`src/rtl/aecvc_map.svh`:
```
// Operation
// RL1 - Read-only five-bit first-error pointer, bit position of first uncorrectable error, resets zero.
// RL2 - Bit 5 read-only, resets one: end-to-end CRC generation capable.
// RL3 - Bit 6 writable, resets zero: enables CRC generation; clear means none generated.
// RL4 - Bit 7 read-only, resets one: end-to-end CRC check capable.
// RL5 - Bit 8 writable, resets zero: enables CRC checking of received packets.
// RL6 - Four read-only words hold captured header bits 0..127, big-endian bytes.
// RL7 - Channel capability header low sixteen bits read constant 0002h.
// RL8 - Header bits 19..16 read capability version 1h.
// RL9 - Header bits 31..20 read next-capability pointer 20Ch.
// RL10 - Bits 2..0 read-only extended channel count, resets 000b.
// RL11 - Channel count defaults overridable by management port or EEPROM load.
// RL12 - Bits 6..4 read-only low-priority extended channel count, resets 000b.
// RL13 - Bits 9..8 read reference clock code 00b, meaning 100 ns.
// RL14 - Bits 11..10 always read 10b: four-bit table entries.
// RL15 - Arbitration capability byte reads 00h with zero extended channels, 03h with one.
// RL16 - Bits 31..24 table offset in sixteen-byte units: 00h or 03h likewise.
// RL17 - Writing one to control bit 0 loads the table; bit reads zero.
// RL18 - Three-bit select accepts 0 and 1; other values act as default.
// RL19 - Table status flag bit 16 sets whenever software writes a table entry.
// RL20 - Status flag clears once hardware finishes loading after a load request.
// RL21 - Masked correctable errors neither update header capture nor send a message.
// RL22 - Capture and pointer update only on first unmasked error, held until cleared.
`ifndef AECVC_MAP_SVH
`define AECVC_MAP_SVH
`define AECVC_OFS_AER_CTRL     12'h118
`define AECVC_OFS_HDR0         12'h11C
`define AECVC_OFS_HDR1         12'h120
`define AECVC_OFS_HDR2         12'h124
`define AECVC_OFS_HDR3         12'h128
`define AECVC_OFS_VC_HDR       12'h140
`define AECVC_OFS_PVC_CAP1     12'h144
`define AECVC_OFS_PVC_CAP2     12'h148
`define AECVC_OFS_PVC_CTRL     12'h14C
`define AECVC_BIT_GEN_CAP      5
`define AECVC_BIT_GEN_EN       6
`define AECVC_BIT_CHK_CAP      7
`define AECVC_BIT_CHK_EN       8
`define AECVC_BIT_LOAD         0
`define AECVC_BIT_TBL_STAT     16
`define AECVC_CAP_ID           16'h0002
`define AECVC_CAP_VER          4'h1
`define AECVC_NEXT_PTR         12'h20C
`define AECVC_REF_CLK          2'h0
`define AECVC_ENTRY_SIZE       2'h2
`define AECVC_ARB_CAP_ONE      8'h03
`define AECVC_TBL_OFS_ONE      8'h03
`define AECVC_LOAD_TIME_NS     800
`define AECVC_CLK_PERIOD_NS    100
`define AECVC_LOAD_CYCLES      ((`AECVC_LOAD_TIME_NS + `AECVC_CLK_PERIOD_NS - 1) / `AECVC_CLK_PERIOD_NS)
`endif

```
`src/rtl/aecvc_pkg.sv`:
```
`default_nettype none
package aecvc_pkg;
    // Configuration access from the port's config logic
    typedef struct packed {
        logic        rd;
        logic        wr;
        logic [11:0] addr;
        logic [31:0] wdata;
        logic [3:0]  be;
    } aecvc_cfg_req_t;

    // Error event with its packet header
    typedef struct packed {
        logic         valid;
        logic         correctable;
        logic [4:0]   bit_pos;
        logic         masked;
        logic [127:0] header;
    } aecvc_err_evt_t;

    // Load sequencer states
    typedef enum logic [2:0] {
        AECVC_IDLE = 3'b001,
        AECVC_LOAD = 3'b010,
        AECVC_DONE = 3'b100
    } aecvc_load_st_t;
endpackage
`default_nettype wire

```
`src/rtl/aecvc_table_loader.sv`:
```
`timescale 1ns/10ps
`default_nettype none
`include "aecvc_map.svh"
module aecvc_table_loader #(
    parameter int LOAD_CYCLES = `AECVC_LOAD_CYCLES
) (
    input  wire logic clock_in,
    input  wire logic rst_n_in,
    input  wire logic start_in,
    output logic      busy_out,
    output logic      done_out
);
    import aecvc_pkg::*;

    aecvc_load_st_t state_reg;
    logic [15:0]    count_reg;

    // Sequencer copying stored table values into the arbiter
    always_ff @(posedge clock_in or negedge rst_n_in)
    begin
        if (!rst_n_in)
        begin
            state_reg <= AECVC_IDLE;
            count_reg <= 16'h0000;
        end
        else
        begin
            case (state_reg)
                AECVC_IDLE:
                begin
                    if (start_in)
                    begin
                        state_reg <= AECVC_LOAD; // RL17
                        count_reg <= 16'h0000;
                    end
                end
                AECVC_LOAD:
                begin
                    if (count_reg == 16'(LOAD_CYCLES - 1))
                        state_reg <= AECVC_DONE;
                    else
                        count_reg <= count_reg + 16'h0001;
                end
                AECVC_DONE:
                    state_reg <= AECVC_IDLE;
                default:
                    state_reg <= AECVC_IDLE;
            endcase
        end
    end

    // Handshake outputs
    assign busy_out = (state_reg == AECVC_LOAD);
    assign done_out = (state_reg == AECVC_DONE);

    // Done follows start within 20 cycles
    load_bound_a: assert property (@(posedge clock_in) disable iff (!rst_n_in) // RL17 RL20
        (start_in && state_reg == AECVC_IDLE) |-> ##[1:20] done_out)
        else $error("table load did not finish");
endmodule
`default_nettype wire

```
`src/rtl/aecvc_regs.sv`:
```
`timescale 1ns/10ps
`default_nettype none
`include "aecvc_map.svh"
module aecvc_regs #(
    parameter int LOAD_CYCLES = `AECVC_LOAD_CYCLES
) (
    input  wire logic                     clock_in,
    input  wire logic                     rst_n_in,
    input  wire aecvc_pkg::aecvc_cfg_req_t cfg_req_in,
    output logic [31:0]                   cfg_rdata_out,
    output logic                          cfg_ack_out,
    input  wire aecvc_pkg::aecvc_err_evt_t err_evt_in,
    input  wire logic                     err_status_clear_in,
    output logic                          err_msg_out,
    input  wire logic                     dflt_load_in,
    input  wire logic [2:0]               dflt_ext_count_in,
    input  wire logic [2:0]               dflt_lp_count_in,
    input  wire logic                     arb_table_write_in,
    output logic                          ecrc_gen_en_out,
    output logic                          ecrc_chk_en_out,
    output logic [2:0]                    arb_select_out,
    output logic                          table_load_busy_out
);
    import aecvc_pkg::*;

    logic [4:0]   first_ptr_reg;
    logic         gen_en_reg;
    logic         chk_en_reg;
    logic [127:0] header_reg;
    logic         logged_reg;
    logic [2:0]   ext_count_reg;
    logic [2:0]   lp_count_reg;
    logic [2:0]   arb_sel_reg;
    logic         tbl_stat_reg;
    logic [31:0]  rdata_reg;
    logic         ack_reg;
    logic         msg_reg;
    logic         load_start;
    logic         load_done;
    logic         wr_ctrl;
    logic         wr_aer;
    logic         take_err;
    logic         sel_fold_hit;
    logic [31:0]  rdata_next;
    logic [31:0]  hdr_word [4];
    logic [31:0]  hdr_rd_word;

    // Write decodes
    assign wr_aer     = cfg_req_in.wr && (cfg_req_in.addr == `AECVC_OFS_AER_CTRL);
    assign wr_ctrl    = cfg_req_in.wr && (cfg_req_in.addr == `AECVC_OFS_PVC_CTRL);
    assign load_start = wr_ctrl && cfg_req_in.be[0] && cfg_req_in.wdata[`AECVC_BIT_LOAD]; // RL17
    assign sel_fold_hit = wr_ctrl && cfg_req_in.be[0] && (cfg_req_in.wdata[3:1] > 3'h1); // RL18
    assign take_err   = err_evt_in.valid && !err_evt_in.masked && (!logged_reg || err_status_clear_in); // RL21 RL22

    // CRC enables
    always_ff @(posedge clock_in or negedge rst_n_in)
    begin
        if (!rst_n_in)
        begin
            gen_en_reg <= 1'b0;
            chk_en_reg <= 1'b0;
        end
        else
        begin
            if (wr_aer && cfg_req_in.be[0])
                gen_en_reg <= cfg_req_in.wdata[`AECVC_BIT_GEN_EN]; // RL3
            if (wr_aer && cfg_req_in.be[1])
                chk_en_reg <= cfg_req_in.wdata[`AECVC_BIT_CHK_EN]; // RL5
        end
    end

    // First-error capture and header log
    always_ff @(posedge clock_in or negedge rst_n_in)
    begin
        if (!rst_n_in)
        begin
            first_ptr_reg <= 5'h00;
            header_reg    <= 128'h0;
            logged_reg    <= 1'b0;
        end
        else if (take_err)
        begin
            header_reg <= err_evt_in.header; // RL6 RL22
            logged_reg <= 1'b1;
            if (!err_evt_in.correctable)
                first_ptr_reg <= err_evt_in.bit_pos; // RL1
        end
        else if (err_status_clear_in)
        begin
            logged_reg <= 1'b0; // RL22
        end
    end

    // Error message only for unmasked events
    always_ff @(posedge clock_in or negedge rst_n_in)
    begin
        if (!rst_n_in)
            msg_reg <= 1'b0;
        else
            msg_reg <= err_evt_in.valid && !err_evt_in.masked; // RL21
    end

    // Channel count defaults from serial port or EEPROM
    always_ff @(posedge clock_in or negedge rst_n_in)
    begin
        if (!rst_n_in)
        begin
            ext_count_reg <= 3'h0; // RL10
            lp_count_reg  <= 3'h0; // RL12
        end
        else if (dflt_load_in)
        begin
            ext_count_reg <= dflt_ext_count_in; // RL11
            lp_count_reg  <= dflt_lp_count_in;  // RL11
        end
    end

    // Arbitration select with illegal values folded to default
    always_ff @(posedge clock_in or negedge rst_n_in)
    begin
        if (!rst_n_in)
            arb_sel_reg <= 3'h0;
        else if (wr_ctrl && cfg_req_in.be[0])
            arb_sel_reg <= (cfg_req_in.wdata[3:1] <= 3'h1) ? cfg_req_in.wdata[3:1] : 3'h0; // RL18
    end

    // Table status: set on entry write wins over loader clear
    always_ff @(posedge clock_in or negedge rst_n_in)
    begin
        if (!rst_n_in)
            tbl_stat_reg <= 1'b0;
        else if (arb_table_write_in)
            tbl_stat_reg <= 1'b1; // RL19
        else if (load_done)
            tbl_stat_reg <= 1'b0; // RL20
    end

    aecvc_table_loader #(
        .LOAD_CYCLES (LOAD_CYCLES)
    ) u_loader (
        .clock_in (clock_in),
        .rst_n_in (rst_n_in),
        .start_in (load_start),
        .busy_out (table_load_busy_out),
        .done_out (load_done)
    );

    // Header capture words, each picked by its own offset
    for (genvar gi = 0; gi < 4; gi++)
    begin : g_hdr_word
        assign hdr_word[gi] = (cfg_req_in.addr == 12'(`AECVC_OFS_HDR0 + 4 * gi))
                              ? header_reg[32 * gi +: 32] : 32'h0000_0000; // RL6
    end

    // Only one word can match, so an OR selects it
    assign hdr_rd_word = hdr_word[0] | hdr_word[1] | hdr_word[2] | hdr_word[3];

    // Read mux
    always_comb
    begin
        rdata_next = 32'h0000_0000;
        case (cfg_req_in.addr)
            `AECVC_OFS_AER_CTRL:
            begin
                rdata_next[4:0]                = first_ptr_reg; // RL1
                rdata_next[`AECVC_BIT_GEN_CAP] = 1'b1;          // RL2
                rdata_next[`AECVC_BIT_GEN_EN]  = gen_en_reg;
                rdata_next[`AECVC_BIT_CHK_CAP] = 1'b1;          // RL4
                rdata_next[`AECVC_BIT_CHK_EN]  = chk_en_reg;
            end
            `AECVC_OFS_HDR0, `AECVC_OFS_HDR1, `AECVC_OFS_HDR2, `AECVC_OFS_HDR3:
                rdata_next = hdr_rd_word; // RL6
            `AECVC_OFS_VC_HDR:
                rdata_next = {`AECVC_NEXT_PTR, `AECVC_CAP_VER, `AECVC_CAP_ID}; // RL7 RL8 RL9
            `AECVC_OFS_PVC_CAP1:
            begin
                rdata_next[2:0]   = ext_count_reg;     // RL10
                rdata_next[6:4]   = lp_count_reg;      // RL12
                rdata_next[9:8]   = `AECVC_REF_CLK;    // RL13
                rdata_next[11:10] = `AECVC_ENTRY_SIZE; // RL14
            end
            `AECVC_OFS_PVC_CAP2:
            begin
                if (ext_count_reg != 3'h0)
                begin
                    rdata_next[7:0]   = `AECVC_ARB_CAP_ONE; // RL15
                    rdata_next[31:24] = `AECVC_TBL_OFS_ONE; // RL16
                end
            end
            `AECVC_OFS_PVC_CTRL:
            begin
                rdata_next[3:1]                 = arb_sel_reg;  // RL17 RL18
                rdata_next[`AECVC_BIT_TBL_STAT] = tbl_stat_reg;
            end
            default: rdata_next = 32'h0000_0000;
        endcase
    end

    // Registered read answer
    always_ff @(posedge clock_in or negedge rst_n_in)
    begin
        if (!rst_n_in)
        begin
            rdata_reg <= 32'h0000_0000;
            ack_reg   <= 1'b0;
        end
        else
        begin
            rdata_reg <= cfg_req_in.rd ? rdata_next : 32'h0000_0000;
            ack_reg   <= cfg_req_in.rd || cfg_req_in.wr;
        end
    end

    assign cfg_rdata_out   = rdata_reg;
    assign cfg_ack_out     = ack_reg;
    assign err_msg_out     = msg_reg;
    assign ecrc_gen_en_out = gen_en_reg;
    assign ecrc_chk_en_out = chk_en_reg;
    assign arb_select_out  = arb_sel_reg;

    // Control write checks
    gen_gate_a: assert property (@(posedge clock_in) disable iff (!rst_n_in) // RL3
        (wr_aer && cfg_req_in.be[0]) |=> (ecrc_gen_en_out == $past(cfg_req_in.wdata[`AECVC_BIT_GEN_EN])))
        else $error("generation enable not written");
    chk_gate_a: assert property (@(posedge clock_in) disable iff (!rst_n_in) // RL5
        (wr_aer && cfg_req_in.be[1]) |=> (ecrc_chk_en_out == $past(cfg_req_in.wdata[`AECVC_BIT_CHK_EN])))
        else $error("check enable not written");
    sel_legal_a: assert property (@(posedge clock_in) disable iff (!rst_n_in) // RL18
        arb_select_out <= 3'h1)
        else $error("illegal arbitration select");
    sel_fold_a: assert property (@(posedge clock_in) disable iff (!rst_n_in) // RL18
        (wr_ctrl && cfg_req_in.be[0] && cfg_req_in.wdata[3:1] > 3'h1) |=> (arb_select_out == 3'h0))
        else $error("illegal select not folded to default");

    // Error capture checks
    hdr_hold_a: assert property (@(posedge clock_in) disable iff (!rst_n_in) // RL22
        (logged_reg && !err_status_clear_in) |=> $stable(header_reg))
        else $error("header log overwritten");
    ptr_hold_a: assert property (@(posedge clock_in) disable iff (!rst_n_in) // RL22
        (logged_reg && !err_status_clear_in) |=> $stable(first_ptr_reg))
        else $error("first error pointer overwritten");
    ptr_load_a: assert property (@(posedge clock_in) disable iff (!rst_n_in) // RL1
        (take_err && !err_evt_in.correctable) |=> (first_ptr_reg == $past(err_evt_in.bit_pos)))
        else $error("first error pointer not captured");
    mask_block_a: assert property (@(posedge clock_in) disable iff (!rst_n_in) // RL21
        (err_evt_in.valid && err_evt_in.masked) |=> (!err_msg_out && $stable(header_reg)))
        else $error("masked error acted on");
    msg_send_a: assert property (@(posedge clock_in) disable iff (!rst_n_in) // RL21
        (err_evt_in.valid && !err_evt_in.masked) |=> err_msg_out)
        else $error("unmasked error not signalled");

    // Channel count check
    dflt_take_a: assert property (@(posedge clock_in) disable iff (!rst_n_in) // RL11
        dflt_load_in |=> (ext_count_reg == $past(dflt_ext_count_in) && lp_count_reg == $past(dflt_lp_count_in)))
        else $error("default counts not loaded");

    // Table load and status checks
    stat_set_a: assert property (@(posedge clock_in) disable iff (!rst_n_in) // RL19
        arb_table_write_in |=> tbl_stat_reg)
        else $error("table status not set");
    stat_keep_a: assert property (@(posedge clock_in) disable iff (!rst_n_in) // RL19
        (tbl_stat_reg && !load_done) |=> tbl_stat_reg)
        else $error("table status dropped early");
    stat_clr_a: assert property (@(posedge clock_in) disable iff (!rst_n_in) // RL20
        (load_done && !arb_table_write_in) |=> !tbl_stat_reg)
        else $error("table status not cleared");
    load_go_a: assert property (@(posedge clock_in) disable iff (!rst_n_in) // RL17
        (load_start && !table_load_busy_out && !load_done) |=> table_load_busy_out)
        else $error("table load not started");
    done_prev_a: assert property (@(posedge clock_in) disable iff (!rst_n_in) // RL20
        load_done |-> $past(table_load_busy_out))
        else $error("load finished without loading");

    // Read answer checks
    caps_read_a: assert property (@(posedge clock_in) disable iff (!rst_n_in) // RL2 RL4
        (cfg_req_in.rd && cfg_req_in.addr == `AECVC_OFS_AER_CTRL)
        |=> (cfg_rdata_out[`AECVC_BIT_GEN_CAP] && cfg_rdata_out[`AECVC_BIT_CHK_CAP]))
        else $error("capability flags read as zero");
    hdr_read_a: assert property (@(posedge clock_in) disable iff (!rst_n_in) // RL6
        (cfg_req_in.rd && cfg_req_in.addr == `AECVC_OFS_HDR3) |=> (cfg_rdata_out == $past(header_reg[127:96])))
        else $error("header word read wrong");
    vchdr_read_a: assert property (@(posedge clock_in) disable iff (!rst_n_in) // RL7 RL8 RL9
        (cfg_req_in.rd && cfg_req_in.addr == `AECVC_OFS_VC_HDR) |=> (cfg_rdata_out == 32'h20C1_0002))
        else $error("capability header wrong");
    cap1_read_a: assert property (@(posedge clock_in) disable iff (!rst_n_in) // RL13 RL14
        (cfg_req_in.rd && cfg_req_in.addr == `AECVC_OFS_PVC_CAP1)
        |=> (cfg_rdata_out[11:8] == {`AECVC_ENTRY_SIZE, `AECVC_REF_CLK}))
        else $error("entry size or reference clock wrong");
    cnt_read_a: assert property (@(posedge clock_in) disable iff (!rst_n_in) // RL10 RL12
        (cfg_req_in.rd && cfg_req_in.addr == `AECVC_OFS_PVC_CAP1)
        |=> (cfg_rdata_out[2:0] == $past(ext_count_reg) && cfg_rdata_out[6:4] == $past(lp_count_reg)))
        else $error("channel counts read wrong");
    cap2_ofs_a: assert property (@(posedge clock_in) disable iff (!rst_n_in) // RL15 RL16
        (cfg_req_in.rd && cfg_req_in.addr == `AECVC_OFS_PVC_CAP2 && ext_count_reg == 3'h0)
        |=> (cfg_rdata_out == 32'h0000_0000))
        else $error("capability two nonzero without channels");
    cap2_one_a: assert property (@(posedge clock_in) disable iff (!rst_n_in) // RL15 RL16
        (cfg_req_in.rd && cfg_req_in.addr == `AECVC_OFS_PVC_CAP2 && ext_count_reg != 3'h0)
        |=> (cfg_rdata_out == {`AECVC_TBL_OFS_ONE, 16'h0000, `AECVC_ARB_CAP_ONE}))
        else $error("capability two wrong with channels");
    load_read_a: assert property (@(posedge clock_in) disable iff (!rst_n_in) // RL17
        (cfg_req_in.rd && cfg_req_in.addr == `AECVC_OFS_PVC_CTRL) |=> !cfg_rdata_out[0])
        else $error("load bit read as one");

    // Main scenarios
    load_seen_c: cover property (@(posedge clock_in) disable iff (!rst_n_in) load_start ##[1:20] load_done);
    sel_fold_c: cover property (@(posedge clock_in) disable iff (!rst_n_in) sel_fold_hit);
    err_log_c: cover property (@(posedge clock_in) disable iff (!rst_n_in) take_err);
    mask_c: cover property (@(posedge clock_in) disable iff (!rst_n_in) err_evt_in.valid && err_evt_in.masked);
    dflt_c: cover property (@(posedge clock_in) disable iff (!rst_n_in) dflt_load_in && dflt_ext_count_in == 3'h1);
endmodule
`default_nettype wire

```
`config.mk`:
```
export PLATFORM = sky130hd
export DESIGN_NAME = aecvc_regs
export DESIGN_NICKNAME = d
export VERILOG_FILES = /design/src/rtl/aecvc_pkg.sv /design/src/rtl/aecvc_table_loader.sv /design/src/rtl/aecvc_regs.sv
export VERILOG_INCLUDE_DIRS = /design/src /design/src/rtl
export SDC_FILE = /design/constraint.sdc
export NUM_CORES = 1
export LEC_CHECK = 0
export BUFFER_PORTS_ARGS = -buffer_cell sky130_fd_sc_hd__buf_4
export CORE_ASPECT_RATIO = 0.7
export CORE_MARGIN = 5
export CORE_UTILIZATION = 25
export DETAILED_ROUTE_END_ITERATION = 7
export HOLD_SLACK_MARGIN = 0.08
export PLACE_DENSITY = 0.42
export SLEW_MARGIN = 20
export SYNTH_ARGS = -nofsm -noshare
export SYNTH_HDL_FRONTEND = slang
export SYNTH_HIERARCHICAL = 1
export SYNTH_SLANG_ARGS = --single-unit
export TNS_END_PERCENT = 100
```
`constraint.sdc`:
```
create_clock -name clock_in -period 3.27 [get_ports clock_in]
set_input_delay 0.1635 -clock clock_in [delete_from_list [all_inputs] [get_ports clock_in]]
set_output_delay 0.1635 -clock clock_in [all_outputs]
set_load 0.01 [all_outputs]
```
Yosys cells after proc, flatten, opt, wreduce, memory -nomap -nowiden
Index checks and enable logic that the tools add are counted.
- register bits after elaboration: 199
- latch bits: 0
- bits in writable memories: 0
- memory bits (read-only): 0
- bits of input ports: 197
- memories kept: 0
- add/sub/neg operators: 1
- multipliers: 0
- div/mod/pow operators: 0
- $lt $le $gt $ge: 1
- equal/unequal tests: 16
- shift operators: 0
- mux-type cells: 28
- bitwise gates (word level): 4
- reductions and logical operators: 20
- operator list (cell ; count):
    $mux 32 ; 5
    $eq 12x9->1 const B ; 9
    $or 32x32->32 ; 3
    $mux 16 ; 2
    $pmux 16 s2 ; 1
    $pmux 8 s3 ; 1
    $add 16x1->16 const B ; 1
    $eq 16x3->1 const B ; 1
    $pmux 7 s2 ; 1
    $pmux 2 s6 ; 1
    $pmux 3 s2 ; 2
    $pmux 3 s4 ; 1
    $mux 3 ; 3
    $logic_and 1x1->1 ; 8
    $pmux 1 s4 ; 2
    $pmux 1 s3 ; 2
    $reduce_bool 2->1 ; 3
    $mux 1 ; 4
    $mux 4 ; 1
    $ne 2x2->1 const B ; 2
    $reduce_and 2->1 ; 2
    $reduce_or 4->1 ; 1
    $eq 3x1->1 const B ; 1
    $eq 3x2->1 const B ; 1
    10 further kinds ; 12

Logic depth before layout (Yosys ltp)
- word-level depth: 7
- mapped depth: 9
- depth with buffers taken out: 8

Hierarchy
The synthesis kept the hierarchy.
- by module, submodules not included (module ; times used ; cells an instance ; area an instance (um2)):
    aecvc_regs ; 1 ; 547 ; 7617.3
    aecvc_table_loader ; 1 ; 120 ; 1153.6

Least setup slack after synthesis
Ideal clock, no wire load.
- path kind: in2reg
- start point: input cfg_req_in[40] in the netlist's numbering
- end point: register u_loader.count_reg[4]
- arrival: 2.047 ns
- required time: 3.136 ns
- slack: 1.089 ns
- cell stages on the path: 9
- buffers on the path: 2
- cell sequence: buf_4 -> nor4b_2 -> nand2_1 -> nor4_1 -> nand3b_1 -> a21oi_1 -> o21a_1 -> buf_6 -> a31oi_2
- cells in the longest elaborated chain, start to end: 6
- RTL lines (what ; RTL line ; text):
    start, declared ; aecvc_regs.sv:9 ; input wire aecvc_pkg::aecvc_cfg_req_t cfg_req_in,
    $eq 12x9->1 ; n/a ;
    $logic_and 1x1->1 ; aecvc_regs.sv:50 ; assign wr_ctrl = cfg_req_in.wr && (cfg_req_in.addr == `AECVC_OFS_PVC_CTRL);
    $logic_and 1x1->1 (2 in a row) ; aecvc_regs.sv:51 ; assign load_start = wr_ctrl && cfg_req_in.be[0] && cfg_req_in.wdata[`AECVC_BIT_LOAD];
    via load_start ; aecvc_regs.sv:38 ; logic load_start;
    $ne 2x2->1 (no line) ; n/a ;
    $reduce_and 3->1 (no line) ; n/a ;
    end signal, assigned ; aecvc_table_loader.sv:42 ; count_reg <= count_reg + 16'h0001;
    end, declared ; aecvc_table_loader.sv:16 ; logic [15:0] count_reg;
The timed path passes the listed nets, and every way through them passes these cells.
A chain may end at the register's enable or synchronous reset.

Worst setup path after layout
- start point: input cfg_req_in[46] in the netlist's numbering
- end point: register chk_en_reg, in the netlist ecrc_chk_en_out
- cells in the longest elaborated chain, start to end: 3
- RTL lines (what ; RTL line ; text):
    $eq 12x9->1 ; n/a ;
    $logic_and 1x1->1 ; aecvc_regs.sv:49 ; assign wr_aer = cfg_req_in.wr && (cfg_req_in.addr == `AECVC_OFS_AER_CTRL);
    $logic_and 1x1->1 ; aecvc_regs.sv:67 ; if (wr_aer && cfg_req_in.be[1])
    end signal, assigned ; aecvc_regs.sv:68 ; chk_en_reg <= cfg_req_in.wdata[`AECVC_BIT_CHK_EN];
    end, declared ; aecvc_regs.sv:28 ; logic chk_en_reg;
Every way passes these cells.

==> results.ini <==
[run_status]
status = finished clean

[detailed_routing]
vias = 6880
route.met2.wl_mm = 13.4
wl_per_cell_um = 19.4
dr.pass1.iters = 5
ant_nets = 0
vias_per_cell = 4.52
wl_met1_mm = 14.2
drcViolationCount = 0
dr_wl_met3_mm = 1.67
highest-signal-layer = met5
dr.first_iter.drc_count = 402
routed_wl_mm = 29.5

[floorplan]
die_area_um2 = 39000
coreArea_um2 = 34700
start_util_pct = 25.3
io_pins = 237
die_h_um = 167
rows = 57
die_x_um = 234

[sta]
tightest_slew_ps = 766
maxSlewViolCount = 0
fin_skew_ps = 8.52
setup_viol_count_final = 0
relSlewSlack_pct = 48.9
rsz0062_at_grt = no
period_share_pct = 84.5
final-hold-violation-count = 0
fmaxAchievable_mhz = 362
period_minus_slack_ps = 2760
fin_tns_setup_ps = 0

[power]
power_frac_comb_pct = 13.8
p_sw_mw = 1.47
peakVddDrop_mv = 0.283
power_density_nw_per_um2 = 452
intPower_mw = 4.45
seqPwrFrac_pct = 49.5
swShare_pct = 24.8
p_total_mw = 5.92
p_leak_nw = 5.54
clkPwrFrac_pct = 36.6

[worst_setup_path]
rr_worst_depth = 6
slowest_delay_ps = 560
critPathArrivalTime_ps = 3080
cp-start-kind = primary input
crit_required_ps = 3590
critPathBufInv = 4
r2r-start = u_loader/count_reg[0]
cp_max_fo = 9
crit_path_end_kind = flip-flop
critPathTopFamily = buffers and inverters
worstReg2RegEnd = u_loader/count_reg[3]
crit_type = in -> reg
timing.reg2reg.setup_slack_ps = 1330
crit_chain = dlygate4sd3_1 -> buf_4 -> nor4b_2 -> buf_4 -> and3_1 -> nand3_1 -> mux2_2 -> dlygate4sd3_1
slowest_stage = dlygate4sd3_1

[grt]
grt_pass1_wl_mm = 44.8
overflow = 0
grt_pass1_vias = 7228
grt_max_degree = 130
antenna_found_initial = 3
gr-usage-all-layers_pct = 15.1

[clocking]
clk_latency_ps = 440
clk_pin_slew_ps = 80
cts_sinks = 199
cts_resized = 0
clockRootBuffer = clkbuf_16
tritoncts = done
ctsHtreeMaxLevel = 4
clockBufferDepth = 2
cts_buffers = 17

[synthesis]
synth_cell_types = 71
yosysWarnings = 6
syn-num-nets = 865
syn_area_um2 = 8770
synth_edf_count = 0
synth_seq_cells = 199
syn_inst = 667
synth_area_per_cell_um2 = 13.1
synthArstFlopShare_pct = 100
ys_seq_area_share_pct = 56.8
ys.flop_type = dfrtp_1

[final_layout]
regArea_um2 = 4980
multi_input_area_um2 = 3520
synthToLayoutAreaGrowth_pct = 49.4
fin_nets = 1234
stdcell_area_um2 = 13100
antenna_cells = 0
fillers = 3474
largest_reg_flops = 128
final_layout_size_suffix_gt1_share_pct = 41.9

[run]
maxCapViolations = 0

[worst_hold_path]
whs_endpoint = cfg_rdata_out[5]
min_from = cfg_req_in[39]
hp-class = in -> reg
whs_path_depth = 3

[placed_design]
hpwl_mm = 20.0
placed_cell_area_um2 = 10900
numPortBuffers = 208
gp_congestion = 0.749

[power by group through the flow]
stage / Sequential (mW) / Clock (mW) / Combinational, mW
floorplan: 2.93 / 0 / 0.378
global placement: 2.98 / 0 / 0.654
detailed placement: 2.98 / 0 / 0.665
CTS: 2.94 / 2.27 / 0.832
global route: 2.98 / 2.36 / 0.893
finish: 2.93 / 2.17 / 0.819
[final cells by class]
type                            instances  area share [%]
Clock buffer                           20            3.33
Clock inverter                         12            1.07
Inverter                               11           0.315
Multi-Input combinational cell        417            26.9
Sequential cell                       199            38.0
Tap cell                              472            4.51
Timing Repair Buffer                  390            25.9
[what timing repair did]
item,in CTS,in global routing
setup buffers,0,0
endpoints found under the hold margin,224,0
hold buffers,159,0
[placed cells by master (no fill, tap or decap), drive strengths merged, types with 17 or more instances in the layout]
master | synthesis | final
buf | 36 | 230
clkbuf | 4 | 21
a31oi | 17 | 17
mux2 | 141 | 141
dlygate4sd3 | 0 | 159
nor2 | 18 | 18
nand2 | 47 | 47
dfrtp | 198 | 198
a22oi | 17 | 17
a21oi | 34 | 34
a222oi | 19 | 19
[through the flow]
step,hold slack [ps],util (%),setup WS (ps),std cells
5_1_grt,114,37.8,489,1521
6_report,116,37.8,508,1521
2_1_floorplan,-132,-,1090,667
4_1_cts,80.5,37.8,593,1521
3_5_place_dp,264,31.6,972,1330
3_3_place_gp,269,31.6,988,1330
[synth_stat cells (all sizes together), types with 3 or more instances]
cell type	instances	share of area [%]
a221oi	4	0.40
nor2b	4	0.29
and4	3	0.31
nand3	10	0.68
and3	7	0.51
nand2	47	2.0
nor3b	4	0.40
inv	11	0.47
nor2	18	0.80
or4b	3	0.39
o21a	3	0.26
a22o	3	0.30
a222oi	19	2.2
dfrtp	198	56
buf	36	2.6
a21boi	3	0.26
mux2	141	18
a21o	3	0.26
a22oi	17	1.5
nand2b	5	0.36
nand3b	3	0.26
nor3	7	0.53
nand4	3	0.29
clkbuf	4	0.17
nor4b	7	1.2
a31oi	17	1.5
nor4	7	0.64
o21ai	16	0.91
a21oi	34	2.4
[tightest hold or removal path, cell delays in order]
cell	delay, ps
buf_4	160
nand3_1	80
a311oi_1	100
[how the worst max path moves through the flow]
| stage | start | endpoint | cells after the start |
|---|---|---|---|
| after floorplan | cfg_req_in[40] | u_loader/count_reg[4] | 9 |
| after global placement | cfg_req_in[45] | u_loader/count_reg[3] | 10 |
| after detailed placement | cfg_req_in[45] | u_loader/count_reg[5] | 10 |
| after CTS | cfg_req_in[46] | ecrc_chk_en_out | 8 |
| after global routing | cfg_req_in[46] | ecrc_chk_en_out | 8 |
| final | cfg_req_in[46] | ecrc_chk_en_out | 8 |
[routing by layer]
layer | up-vias | GRT usage [%]
met4 | 4 | 3.01
met3 | 15 | 3.73
li1 | 3233 | -
met1 | 3454 | 21.8
met5 | - | 0
met2 | 174 | 23.2
[logic make-up after synthesis]
| kind of cell | synth area share, % |
|---|---|
| muxes | 18.3 |
| and+or+nand+nor | 9.79 |
| adders and majority gates | 0.143 |
| AOI/OAI and AO/OA | 11.7 |
| buffers and inverters | 3.24 |
| DFF | 56.8 |
Power figures use the tool's default switching activity.
